<file path="src/rtl/sfspi_regs.svh">
// constants for the serial flash front end: status layout, opcodes, host map, timing
`ifndef SFSPI_REGS_SVH
`define SFSPI_REGS_SVH

`define SFSPI_ST_BUSY 0
`define SFSPI_ST_WEL 1
`define SFSPI_ST_LVL_LO 2
`define SFSPI_ST_LVL_HI 5
`define SFSPI_ST_AAI 6
`define SFSPI_ST_LOCK 7
`define SFSPI_LVL_RESET 4'h7
`define SFSPI_BYTE_LAST 3'h7

`define SFSPI_OP_WRITE_STATUS_CMD 8'h01
`define SFSPI_OP_WRDI 8'h04
`define SFSPI_OP_RDSR 8'h05
`define SFSPI_OP_WREN 8'h06
`define SFSPI_OP_SE4K 8'h20
`define SFSPI_OP_BE32K 8'h52
`define SFSPI_OP_BE64K 8'hd8
`define SFSPI_OP_EBSY 8'h70
`define SFSPI_OP_DBSY 8'h80

`define SFSPI_SECTOR_BYTES 4096
`define SFSPI_BLOCK32_BYTES 32768
`define SFSPI_BLOCK64_BYTES 65536

`define SFSPI_ADR_CTRL 4'h0
`define SFSPI_ADR_TX 4'h4
`define SFSPI_ADR_RX 4'h8
`define SFSPI_ADR_STAT 4'hc
`define SFSPI_CTRL_MODE3 0
`define SFSPI_CTRL_HOLD 1
`define SFSPI_CTRL_WP 2
`define SFSPI_CTRL_KEEP 3
`define SFSPI_CTRL_RESET 4'h4

`define SFSPI_CLK_NS 20
`define SFSPI_SCK_NS 160
`define SFSPI_HALF_CYC (`SFSPI_SCK_NS / (2 * `SFSPI_CLK_NS))

`endif

</file>
<file path="src/rtl/sfspi_pkg.sv">
// types shared by both ends of the serial flash link
package sfspi_pkg;

	typedef enum logic [0:0] {
		SFSPI_PH_OPC = 1'b0,
		SFSPI_PH_DAT = 1'b1
	} sfspi_phase_t;

	typedef enum logic [1:0] {
		SFSPI_H_IDLE = 2'b00,
		SFSPI_H_LOW = 2'b01,
		SFSPI_H_HIGH = 2'b10
	} sfspi_hstate_t;

	typedef enum logic [1:0] {
		SFSPI_ER_NONE = 2'b00,
		SFSPI_ER_4K = 2'b01,
		SFSPI_ER_32K = 2'b10,
		SFSPI_ER_64K = 2'b11
	} sfspi_erase_t;

	typedef struct packed {
		logic sck_q;
		logic paused;
		sfspi_phase_t phase;
		logic [2:0] bit_cnt;
		logic [7:0] rx_sh;
		logic [7:0] cmd;
		logic write_enable_flag;
		logic lock;
		logic [3:0] level;
		logic ebsy;
		logic tx_on;
		logic [7:0] tx_sh;
		logic [2:0] tx_cnt;
		logic so;
		logic so_oe_n;
		logic [7:0] status;
		logic [7:0] cmd_byte;
		logic cmd_valid;
		logic [7:0] data_byte;
		logic data_valid;
		sfspi_erase_t erase_kind;
	} sfspi_dev_t;

	typedef struct packed {
		sfspi_hstate_t st;
		logic [3:0] div;
		logic [2:0] bitn;
		logic [7:0] tx;
		logic [7:0] rx;
		logic [3:0] ctrl;
		logic done;
		logic cs_n;
		logic sck;
		logic si;
		logic [7:0] rdata;
	} sfspi_host_t;

endpackage

</file>
<file path="src/rtl/sfspi_if.sv">
// link between the flash front end and its host controller
`timescale 1ns/1ps
interface sfspi_if;
	logic sck;
	logic cs_n;
	logic si;
	logic so;
	logic so_oe_n;
	logic hold_n;
	logic wp_n;
	logic so_line;

	// pull-up stands in for the floating output line
	assign so_line = so_oe_n ? 1'b1 : so;

	modport dev (
		input sck,
		input cs_n,
		input si,
		input hold_n,
		input wp_n,
		output so,
		output so_oe_n
	);

	modport host (
		output sck,
		output cs_n,
		output si,
		output hold_n,
		output wp_n,
		input so_line
	);
endinterface

</file>
<file path="src/rtl/sfspi_sync.sv">
// two-flop synchroniser for pins from outside the clock domain
`timescale 1ns/1ps
module sfspi_sync #(
	parameter int W = 1
) (
	input wire logic clk,
	input wire logic rstn,
	input wire logic [W-1:0] d,
	input wire logic [W-1:0] init,
	output logic [W-1:0] q
);
	typedef struct packed {
		logic [W-1:0] s1;
		logic [W-1:0] s2;
	} sfspi_sync_t;

	sfspi_sync_t r_reg;
	sfspi_sync_t r_next;

	always_comb begin
		r_next.s1 = d ^ init;
		r_next.s2 = r_reg.s1;
	end

	// init is a tie-off constant at every instance, so reset stays a constant load
	always_ff @(posedge clk or negedge rstn) begin
		if (!rstn) begin
			r_reg <= '0;
		end else begin
			r_reg <= r_next;
		end
	end

	assign q = r_reg.s2 ^ init;
endmodule

</file>
<file path="src/rtl/sfspi_device.sv">
// flash-side serial front end: framing, hold, status register, byte stream
//
// The placing of the registers and strobed register access were left to the implementer.
`timescale 1ns/1ps
`include "sfspi_regs.svh"
// Notes on behaviour
// RULE_01 - sample input on rise, drive output after fall
// RULE_02 - only modes (0,0) and (1,1) supported
// RULE_03 - chip select low frames every command
// RULE_04 - host pauses only while chip selected (code: host hold follows the control bit alone, also while deselected)
// RULE_05 - pause input falling with clock low pauses
// RULE_06 - pause input rising with clock low resumes
// RULE_07 - edges during clock high wait for low
// RULE_08 - paused: output floats, clock and input ignored
// RULE_09 - pause keeps bit position in the sequence
// RULE_10 - deselect during pause resets, pause persists
// RULE_11 - resume needs pause high and select low
// RULE_12 - status write refused only when protect low, locked
// RULE_13 - host only reads status while busy
// RULE_14 - bit 0 busy, read-only, zero at power-up
// RULE_15 - bit 1 write-enable flag, read-only, starts zero
// RULE_16 - bits 2-4 protection level, writable, start one (code: level spans bits 2-5, bit 5 also writable, starts zero)
// RULE_17 - erase in sectors and two block sizes
// RULE_18 - output may show ready/busy in auto-increment mode
// RULE_19 - locked with protect low freezes protection bits
// RULE_20 - bit 6 auto-increment flag, read-only, starts zero
// RULE_21 - write-enable clears on completed write operations
// RULE_22 - bytes of eight bits, most significant first
module sfspi_device
	import sfspi_pkg::*;
(
	input wire logic clk,
	input wire logic rstn,
	sfspi_if.dev link,
	input wire logic array_busy,
	input wire logic aai_mode,
	input wire logic write_done,
	output logic [7:0] status_out,
	output logic [7:0] cmd_byte,
	output logic cmd_valid,
	output logic [7:0] data_byte,
	output logic data_valid,
	output sfspi_pkg::sfspi_erase_t erase_kind
);
	import sfspi_pkg::*;

	sfspi_dev_t r_reg;
	sfspi_dev_t r_next;
	logic [4:0] pins_s;
	logic s_sck;
	logic s_cs_n;
	logic s_si;
	logic s_hold_n;
	logic s_wp_n;
	logic sck_rise;
	logic sck_fall;
	logic [7:0] rx;
	logic [7:0] st_now;
	logic [7:0] wr_mask;

	// active-low pins are inverted around the flops so they come out of reset high
	sfspi_sync #(.W(5)) u_sync (
		.clk(clk),
		.rstn(rstn),
		.d({link.sck, link.cs_n, link.si, link.hold_n, link.wp_n}),
		.init(5'h0b),
		.q(pins_s)
	);

	assign {s_sck, s_cs_n, s_si, s_hold_n, s_wp_n} = pins_s;
	assign sck_rise = s_sck & ~r_reg.sck_q;
	assign sck_fall = ~s_sck & r_reg.sck_q;
	assign rx = {r_reg.rx_sh[6:0], s_si}; // see RULE_22

	always_comb begin
		r_next = r_reg;
		r_next.cmd_valid = 1'b0;
		r_next.data_valid = 1'b0;
		r_next.sck_q = s_sck;
		st_now = {r_reg.lock, aai_mode, r_reg.level, r_reg.write_enable_flag, array_busy}; // see RULE_14
		wr_mask = 8'hbc;
		// program, erase and auto-increment completion reported by the array
		if (write_done) begin
			r_next.write_enable_flag = 1'b0; // see RULE_21
		end
		if (!s_cs_n) begin
			// pause changes only take effect while the clock is low
			if (!s_sck) begin
				r_next.paused = ~s_hold_n; // see RULE_05 // see RULE_06 // see RULE_07
			end
		end else begin
			// deselect alone cannot start a pause, only prolong one
			r_next.paused = r_reg.paused & ~s_hold_n; // see RULE_10 // see RULE_11
		end
		if (s_cs_n) begin
			r_next.phase = SFSPI_PH_OPC; // see RULE_03
			r_next.bit_cnt = 3'h0;
			r_next.tx_on = 1'b0;
		end else if (!r_reg.paused) begin
			// clock edges are dropped while paused, counters hold their place
			if (sck_rise) begin
				r_next.rx_sh = rx; // see RULE_01 // see RULE_09
				r_next.bit_cnt = r_reg.bit_cnt + 3'h1;
				if (r_reg.bit_cnt == `SFSPI_BYTE_LAST) begin
					if (r_reg.phase == SFSPI_PH_OPC) begin
						r_next.phase = SFSPI_PH_DAT;
						r_next.cmd = rx;
						r_next.cmd_byte = rx;
						r_next.cmd_valid = 1'b1;
						if (rx == `SFSPI_OP_RDSR) begin
							r_next.tx_on = 1'b1;
							r_next.tx_sh = st_now;
							r_next.tx_cnt = 3'h0;
						end else if (array_busy) begin
							// only status reads are honoured during an internal write
							r_next.cmd = 8'h00; // see RULE_13
						end else if (rx == `SFSPI_OP_WREN) begin
							r_next.write_enable_flag = 1'b1;
						end else if (rx == `SFSPI_OP_WRDI) begin
							r_next.write_enable_flag = 1'b0; // see RULE_21
						end else if (rx == `SFSPI_OP_EBSY) begin
							r_next.ebsy = 1'b1; // see RULE_18
						end else if (rx == `SFSPI_OP_DBSY) begin
							r_next.ebsy = 1'b0;
						end else if (rx == `SFSPI_OP_SE4K && r_reg.write_enable_flag) begin
							r_next.erase_kind = SFSPI_ER_4K; // see RULE_17
						end else if (rx == `SFSPI_OP_BE32K && r_reg.write_enable_flag) begin
							r_next.erase_kind = SFSPI_ER_32K; // see RULE_17
						end else if (rx == `SFSPI_OP_BE64K && r_reg.write_enable_flag) begin
							r_next.erase_kind = SFSPI_ER_64K; // see RULE_17
						end
					end else begin
						r_next.data_byte = rx;
						r_next.data_valid = 1'b1;
						if (r_reg.cmd == `SFSPI_OP_WRITE_STATUS_CMD) begin
							// lock bit only bites while the protect pin is low
							if (!(~s_wp_n & r_reg.lock)) begin
								r_next.lock = rx[`SFSPI_ST_LOCK]; // see RULE_12 // see RULE_19
								r_next.level = rx[`SFSPI_ST_LVL_HI:`SFSPI_ST_LVL_LO]; // see RULE_16
							end
							r_next.write_enable_flag = 1'b0; // see RULE_21
							r_next.cmd = 8'h00;
						end
					end
				end
			end
			if (sck_fall && r_reg.tx_on) begin
				r_next.so = r_reg.tx_sh[7]; // see RULE_01 // see RULE_22
				r_next.tx_sh = {r_reg.tx_sh[6:0], 1'b0};
				r_next.tx_cnt = r_reg.tx_cnt + 3'h1;
				// status read repeats with a fresh snapshot every eight bits
				if (r_reg.tx_cnt == `SFSPI_BYTE_LAST) begin
					r_next.tx_sh = st_now;
				end
			end
		end
		if (!r_next.tx_on && r_reg.ebsy && aai_mode) begin
			r_next.so = ~array_busy; // see RULE_18
		end
		if (!aai_mode && !array_busy) begin
			r_next.ebsy = 1'b0;
		end
		if (write_done) begin
			r_next.erase_kind = SFSPI_ER_NONE;
		end
		r_next.so_oe_n = s_cs_n | r_next.paused
			| ~(r_next.tx_on | (r_reg.ebsy & aai_mode)); // see RULE_08
		r_next.status = st_now & ~(wr_mask & 8'h00) | (st_now & wr_mask); // see RULE_15 // see RULE_20
	end

	always_ff @(posedge clk or negedge rstn) begin
		if (!rstn) begin
			r_reg <= '0;
			r_reg.level <= `SFSPI_LVL_RESET; // see RULE_16
			r_reg.so_oe_n <= 1'b1;
			r_reg.status <= 8'h1c;
		end else begin
			r_reg <= r_next;
		end
	end

	// both clock idle levels are accepted: only edges matter, see RULE_02
	assign link.so = r_reg.so;
	assign link.so_oe_n = r_reg.so_oe_n;
	assign status_out = r_reg.status;
	assign cmd_byte = r_reg.cmd_byte;
	assign cmd_valid = r_reg.cmd_valid;
	assign data_byte = r_reg.data_byte;
	assign data_valid = r_reg.data_valid;
	assign erase_kind = r_reg.erase_kind;
endmodule

</file>
<file path="src/flat_wrapper.sv">
// flat-port wrapper written by rule: the top's interface ports become plain ports
module sfspi_device_flat import sfspi_pkg::*;
  (clk, rstn, array_busy, aai_mode, write_done, status_out, cmd_byte, cmd_valid, data_byte, data_valid, erase_kind, link_sck, link_cs_n, link_si, link_hold_n, link_wp_n, link_so, link_so_oe_n);
  sfspi_if link_i ();
  input wire logic clk;
  input wire logic rstn;
  input wire logic array_busy;
  input wire logic aai_mode;
  input wire logic write_done;
  output logic [7:0] status_out;
  output logic [7:0] cmd_byte;
  output logic cmd_valid;
  output logic [7:0] data_byte;
  output logic data_valid;
  output sfspi_pkg::sfspi_erase_t erase_kind;
  input wire logic [$bits(link_i.sck)-1:0] link_sck;
  input wire logic [$bits(link_i.cs_n)-1:0] link_cs_n;
  input wire logic [$bits(link_i.si)-1:0] link_si;
  input wire logic [$bits(link_i.hold_n)-1:0] link_hold_n;
  input wire logic [$bits(link_i.wp_n)-1:0] link_wp_n;
  output wire logic [$bits(link_i.so)-1:0] link_so;
  output wire logic [$bits(link_i.so_oe_n)-1:0] link_so_oe_n;
  assign link_i.sck = link_sck;
  assign link_i.cs_n = link_cs_n;
  assign link_i.si = link_si;
  assign link_i.hold_n = link_hold_n;
  assign link_i.wp_n = link_wp_n;
  assign link_so = link_i.so;
  assign link_so_oe_n = link_i.so_oe_n;
  sfspi_device u_core (.clk(clk), .rstn(rstn), .link(link_i), .array_busy(array_busy), .aai_mode(aai_mode), .write_done(write_done), .status_out(status_out), .cmd_byte(cmd_byte), .cmd_valid(cmd_valid), .data_byte(data_byte), .data_valid(data_valid), .erase_kind(erase_kind));
endmodule
</file>
<file path="config.mk">
export PLATFORM = sky130hd
export DESIGN_NAME = sfspi_device_flat
export DESIGN_NICKNAME = d
export VERILOG_FILES = /design/src/rtl/sfspi_pkg.sv /design/src/rtl/sfspi_if.sv /design/src/rtl/sfspi_sync.sv /design/src/rtl/sfspi_device.sv /design/src/flat_wrapper.sv
export VERILOG_INCLUDE_DIRS = /design/src /design/src/rtl
export SDC_FILE = /design/constraint.sdc
export NUM_CORES = 1
export LEC_CHECK = 0
export BUFFER_PORTS_ARGS = -buffer_cell sky130_fd_sc_hd__buf_2
export CAP_MARGIN = 10
export CORE_MARGIN = 2
export CORE_UTILIZATION = 62
export DETAILED_ROUTE_END_ITERATION = 6
export GPL_ROUTABILITY_DRIVEN = 0
export PLACE_DENSITY = 0.84
export SYNTH_ARGS = -nofsm -noshare
export SYNTH_HDL_FRONTEND = slang
export SYNTH_SLANG_ARGS = --single-unit
export TNS_END_PERCENT = 100
</file>
<file path="constraint.sdc">
create_clock -name clk -period 3.9 [get_ports clk]
set_input_delay 0.78 -clock clk [delete_from_list [all_inputs] [get_ports clk]]
set_output_delay 0.78 -clock clk [all_outputs]
set_load 0.02 [all_outputs]
</file>
# Word level (Yosys, flattened, before mapping)
# Index checks and enable logic that the tools add are counted.
# word_totals
register_bits	81
# op_classes
bitwise_logic	21
reduce_logical	33
mux	49
addsub	2
eq_ne	32
# op_table
op	count
$mux W12	6
$mux W40	1
$mux W39	1
$ne A2 B2 Y1 const B	19
$mux W27	1
$mux W9	3
$eq A8 B3 Y1 const B	3
$mux W2	11
$reduce_bool A2 Y1	10
$mux W1	18
$eq A8 B7 Y1 const B	2
$eq A8 B8 Y1 const B	2
$mux W8	2
$reduce_and A5 Y1	3
$mux W14	1
$mux W13	1
$reduce_and A12 Y1	1
$mux W5	2
$not A1 Y1	10
$reduce_and A10 Y1	1
$reduce_and A3 Y1	3
$eq A8 B1 Y1 const B	1
$eq A8 B6 Y1 const B	1
$or A8 B8 Y8	1
other kinds (15)	33

# Longest topological paths before layout
# logic_depth
word_depth	18
depth_mapped	9
ltp_nobuf	7

# Hierarchy
# Synthesis repeated with hierarchy kept, for this count alone.
# hier_totals
cells_unflattened	301
area_unflattened_um2	3617.2
# modules_own_cells
module	cells_each	instances	seq_area_each_um2	area_per_inst_um2
sfspi_device	281	1	1760.4	3279.4
sfspi_sync	20	1	250.2	337.8

# Least setup slack after synthesis
# No wires, ideal clock.
# synth_path
path_type	register -> register
start	register u_core.r_reg[65] (netlist name)
end	register u_core.r_reg[33] (netlist name)
n_path_buf	2
path_stages_with_launch	9
slack_ns	1.875
synth_period_minus_slack_ns	2.025
arrival_time_ns	1.900
t_required_ns	3.775
path_cell_list	dfrtp_1 > ha_1 > ha_1 > inv_1 > or3_1 > buf_6 > o21ai_4 > buf_12 > mux2_4
# synth_via
elab_chain_len	3
# synth_lines
item	line	text
start: declaration	sfspi_device.sv:47	sfspi_dev_t r_reg;
start signal: assignment	sfspi_device.sv:178	r_reg <= r_next;
$eq A3 B3 Y1 (no line)	-	
$reduce_bool A2 Y1 (no line)	-	
$reduce_and A6 Y1 (no line)	-	
# No other way between the ends.
# A chain may end at the register's enable or synchronous reset.

# Worst setup path in the final report
# layout_path
start	register u_core.u_sync.r_reg[3] (netlist name)
end	register u_core.r_reg[36] (netlist name)
# layout_via
elab_chain_len	3
# layout_lines
item	line	text
start: declaration	sfspi_sync.sv:17	sfspi_sync_t r_reg;
start signal: assignment	sfspi_sync.sv:30	r_reg <= r_next;
$not A3 Y3 (no line)	-	
$not A1 Y1 (no line)	-	
$reduce_and A6 Y1 (no line)	-	
# No other way between the ends.

==> impl_results.md <==
* Outcome: complete, no violations
* Antenna Cells at 0
* Die height at 80.2 um
* Net Count, Synth at roughly 330
* First-pass GRT wire length at 10,700 um
* Final WL at 6140 um
* Dpl ws at around 1.2 ns
* Post_cts resized at 0
* Synthesized area per cell at 11.6 um^2
* CP Launch Point: u_core.u_sync.r_reg[3]
* RR Startpoint: u_core.u_sync.r_reg[3]
* Final Setup Violations at 0
* Max reg flops at 40
* Ys async rst share at 100%
* Clock Skews at 0.00951 ns
* Grt ovf at 0
* Clock tree buffer depth at 2
* Final min period at ~2.7 ns
* TritonCTS clock tree: built
* Core ar. at 5540 um^2
* Top FF cell, synth: dfrtp_1
* Critical Path Start Type: flip-flop
* Final Hold Fails at 0
* Crit path max fanout at 25
* TritonRoute pass-1 iters at 4
* Initial DRC Count at 103
* Post-synth cell types at 52
* Pin count of the biggest net entering global routing at 81
* Worst skew pair latency at 0.35 ns
* Initial cell density of the core at 65.0%
* # clock sinks at 80
* CP top delay family: simple AND/OR/NAND/NOR gates
* Die width at 80.2 um
* Total number of vias at 2,180
* IO Count at 40
* Final worst path period share at 70.1%
* Leak at roughly 1.9 nW
* Port Buffers at 39
* Worst Hold Class: flip-flop to flip-flop
* Power density over the cells at 444 nW/um^2
* ANT nets after route at 0
* Total CTS buffers at 9
* Sequential area share after synthesis at between 50% and 60%
* Leading area contributor after synthesis: dfrtp_1
* Hold_buf cts at 0
* Slew @ Worst Pin at around 0.96 ns
* Slowest CP cell: or3_1
* Crit-path max cell delay at 0.78 ns
* Worst-path clk slew at 0.08 ns
* Max-slew violation count at 0
* Post-Syn Instances at 311
* # H-tree levels at 3
* TNS Setup at 0 ns
* CTS root buffer: clkbuf_8
* Hold_sp: u_core.u_sync.r_next[3]
* Worst path bufs/invs at 0
* Row count at 27
* CP Cell Sequence: nand4bb_1, or3_1, o21ai_4, mux2_2
* Commonest non-fill, non-tap cell in the layout: dfrtp_1
* Number of global-route vias before repair at 2,208
* Die area at 6430 um^2
* Worst endpoint required time at approximately 4.1 ns
* Antenna violations before repair at 0
* Maximum VDD drop at about 0.30 mV
* #FFs+latches synth at 80
* GRT Total Usage at 22.4%
* Fin worst setup slack at ~1.2 ns
* Most frequent cells in the layout: 73 x dfrtp_1, 59 x nand2_1, 38 x buf_2, 20 x mux2_2, 14 x o21ai_0
* Yosys warns at 0
* Via density per instance at ~5.5
* Yosys top cell area share at 50.8%
* RSZ-0062 raised after global routing: no
* CP Capture Type: flip-flop
* Max-cap viol count at 0
* HPWL after DPL at 4080 um
* Share of layout cells above drive strength 1 at ~30%
* Fmax achieved at 366 MHz
* Worst path arrival time at 2.98 ns
* Post-DR wirelength/cell at about 16 um
* Critical path class: flip-flop to flip-flop
* Post-synthesis cell area at 3600 um^2
* Slew headroom at 35.9%
* DRC viols at 0
* # Post-CTS Setup Buffers at 0
* Area Overhead vs Synth at 6.26%
* Post-synth EDFFs at 0
* Top post-synthesis cells by area: dfrtp_1 51%, mux2_2 6.3%, nand2_1 6.2%
* Final nets at 332
==> cell type report <==
type,count,area (um^2)
Sequential cell,80,2010
Fill cell,404,1720
Multi-Input combinational cell,178,1260
Timing Repair Buffer,39,198
Clock buffer,10,138
Clock inverter,6,92.6
Tap cell,72,90.1
Inverter,10,37.5
==> stage by stage <==
stage	std cells	power [W]	utilization, %	hold slack (ns)	area (um^2)
after floorplan	311	0.000994	-	0.331	3600
after global placement	379	0.00103	64.9	0.334	3590
after detailed placement	379	0.00104	64.9	0.335	3590
after CTS	395	0.00172	69.0	0.351	3820
after global routing	395	0.00178	69.0	0.360	3820
final	395	0.00170	69.0	0.351	3820
==> synth_stat cells, types with 5 or more instances <==
cell type / n
dfrtp_1: 73
nand2_1: 59
clkbuf_1: 9
nand2b_1: 9
mux2i_1: 6
o21ai_0: 14
buf_2: 5
nor2_1: 5
inv_1: 10
mux2_4: 7
buf_4: 27
dfstp_2: 7
mux2_2: 20
==> where the power goes <==
part | switching [W] | internal (W) | total (W)
logic | 0.0000607 | 0.0000390 | 0.0000998
registers | 0.0000703 | 0.000856 | 0.000926
clock network | 0.000294 | 0.000379 | 0.000674
total | 0.000425 | 0.00127 | 0.00170
==> metal layers <==
layer | global-route usage [%] | vias up | wire, um
met3 | 5.96 | 6 | 359
met5 | 0 | - | 0
li1 | - | 1033 | -
met2 | 34.0 | 60 | 2830
met4 | 7.29 | 0 | 65
met1 | 31.7 | 1081 | 2880
==> worst reg2reg max path: cells and delay by family, from the launching register on <==
family	cells	cell delay, ns
and+or+nand+nor	2	1.20
AOI/OAI and AO/OA	1	0.51
DFF	1	0.54
muxes	1	0.39
==> worst paths after layout <==
path | slack [ns] | end | depth (start not counted)
min in group asynchronous | 0.58 | u_core.u_sync.r_reg[1] | 1
hold / removal | 0.35 | u_core.u_sync.r_reg[3] | 0
setup reg to reg | 1.17 | u_core.r_reg[36] | 4
max in group asynchronous | 2.70 | u_core.r_reg[53] | 1
setup / recovery | 1.17 | u_core.r_reg[36] | 4
hold reg to reg | 0.35 | u_core.u_sync.r_reg[3] | 0
==> logic make-up after synthesis <==
group                    synth area share (%)
AND/OR/NAND/NOR                          16.0
flip-flops                               55.9
adder cells (fa/ha/maj)                  1.39
buffers and inverters                    9.18
multiplexers                             11.2
XOR/XNOR                                0.243
AO/OA/AOI/OAI                            6.19
Power figures use the tool's default switching activity.
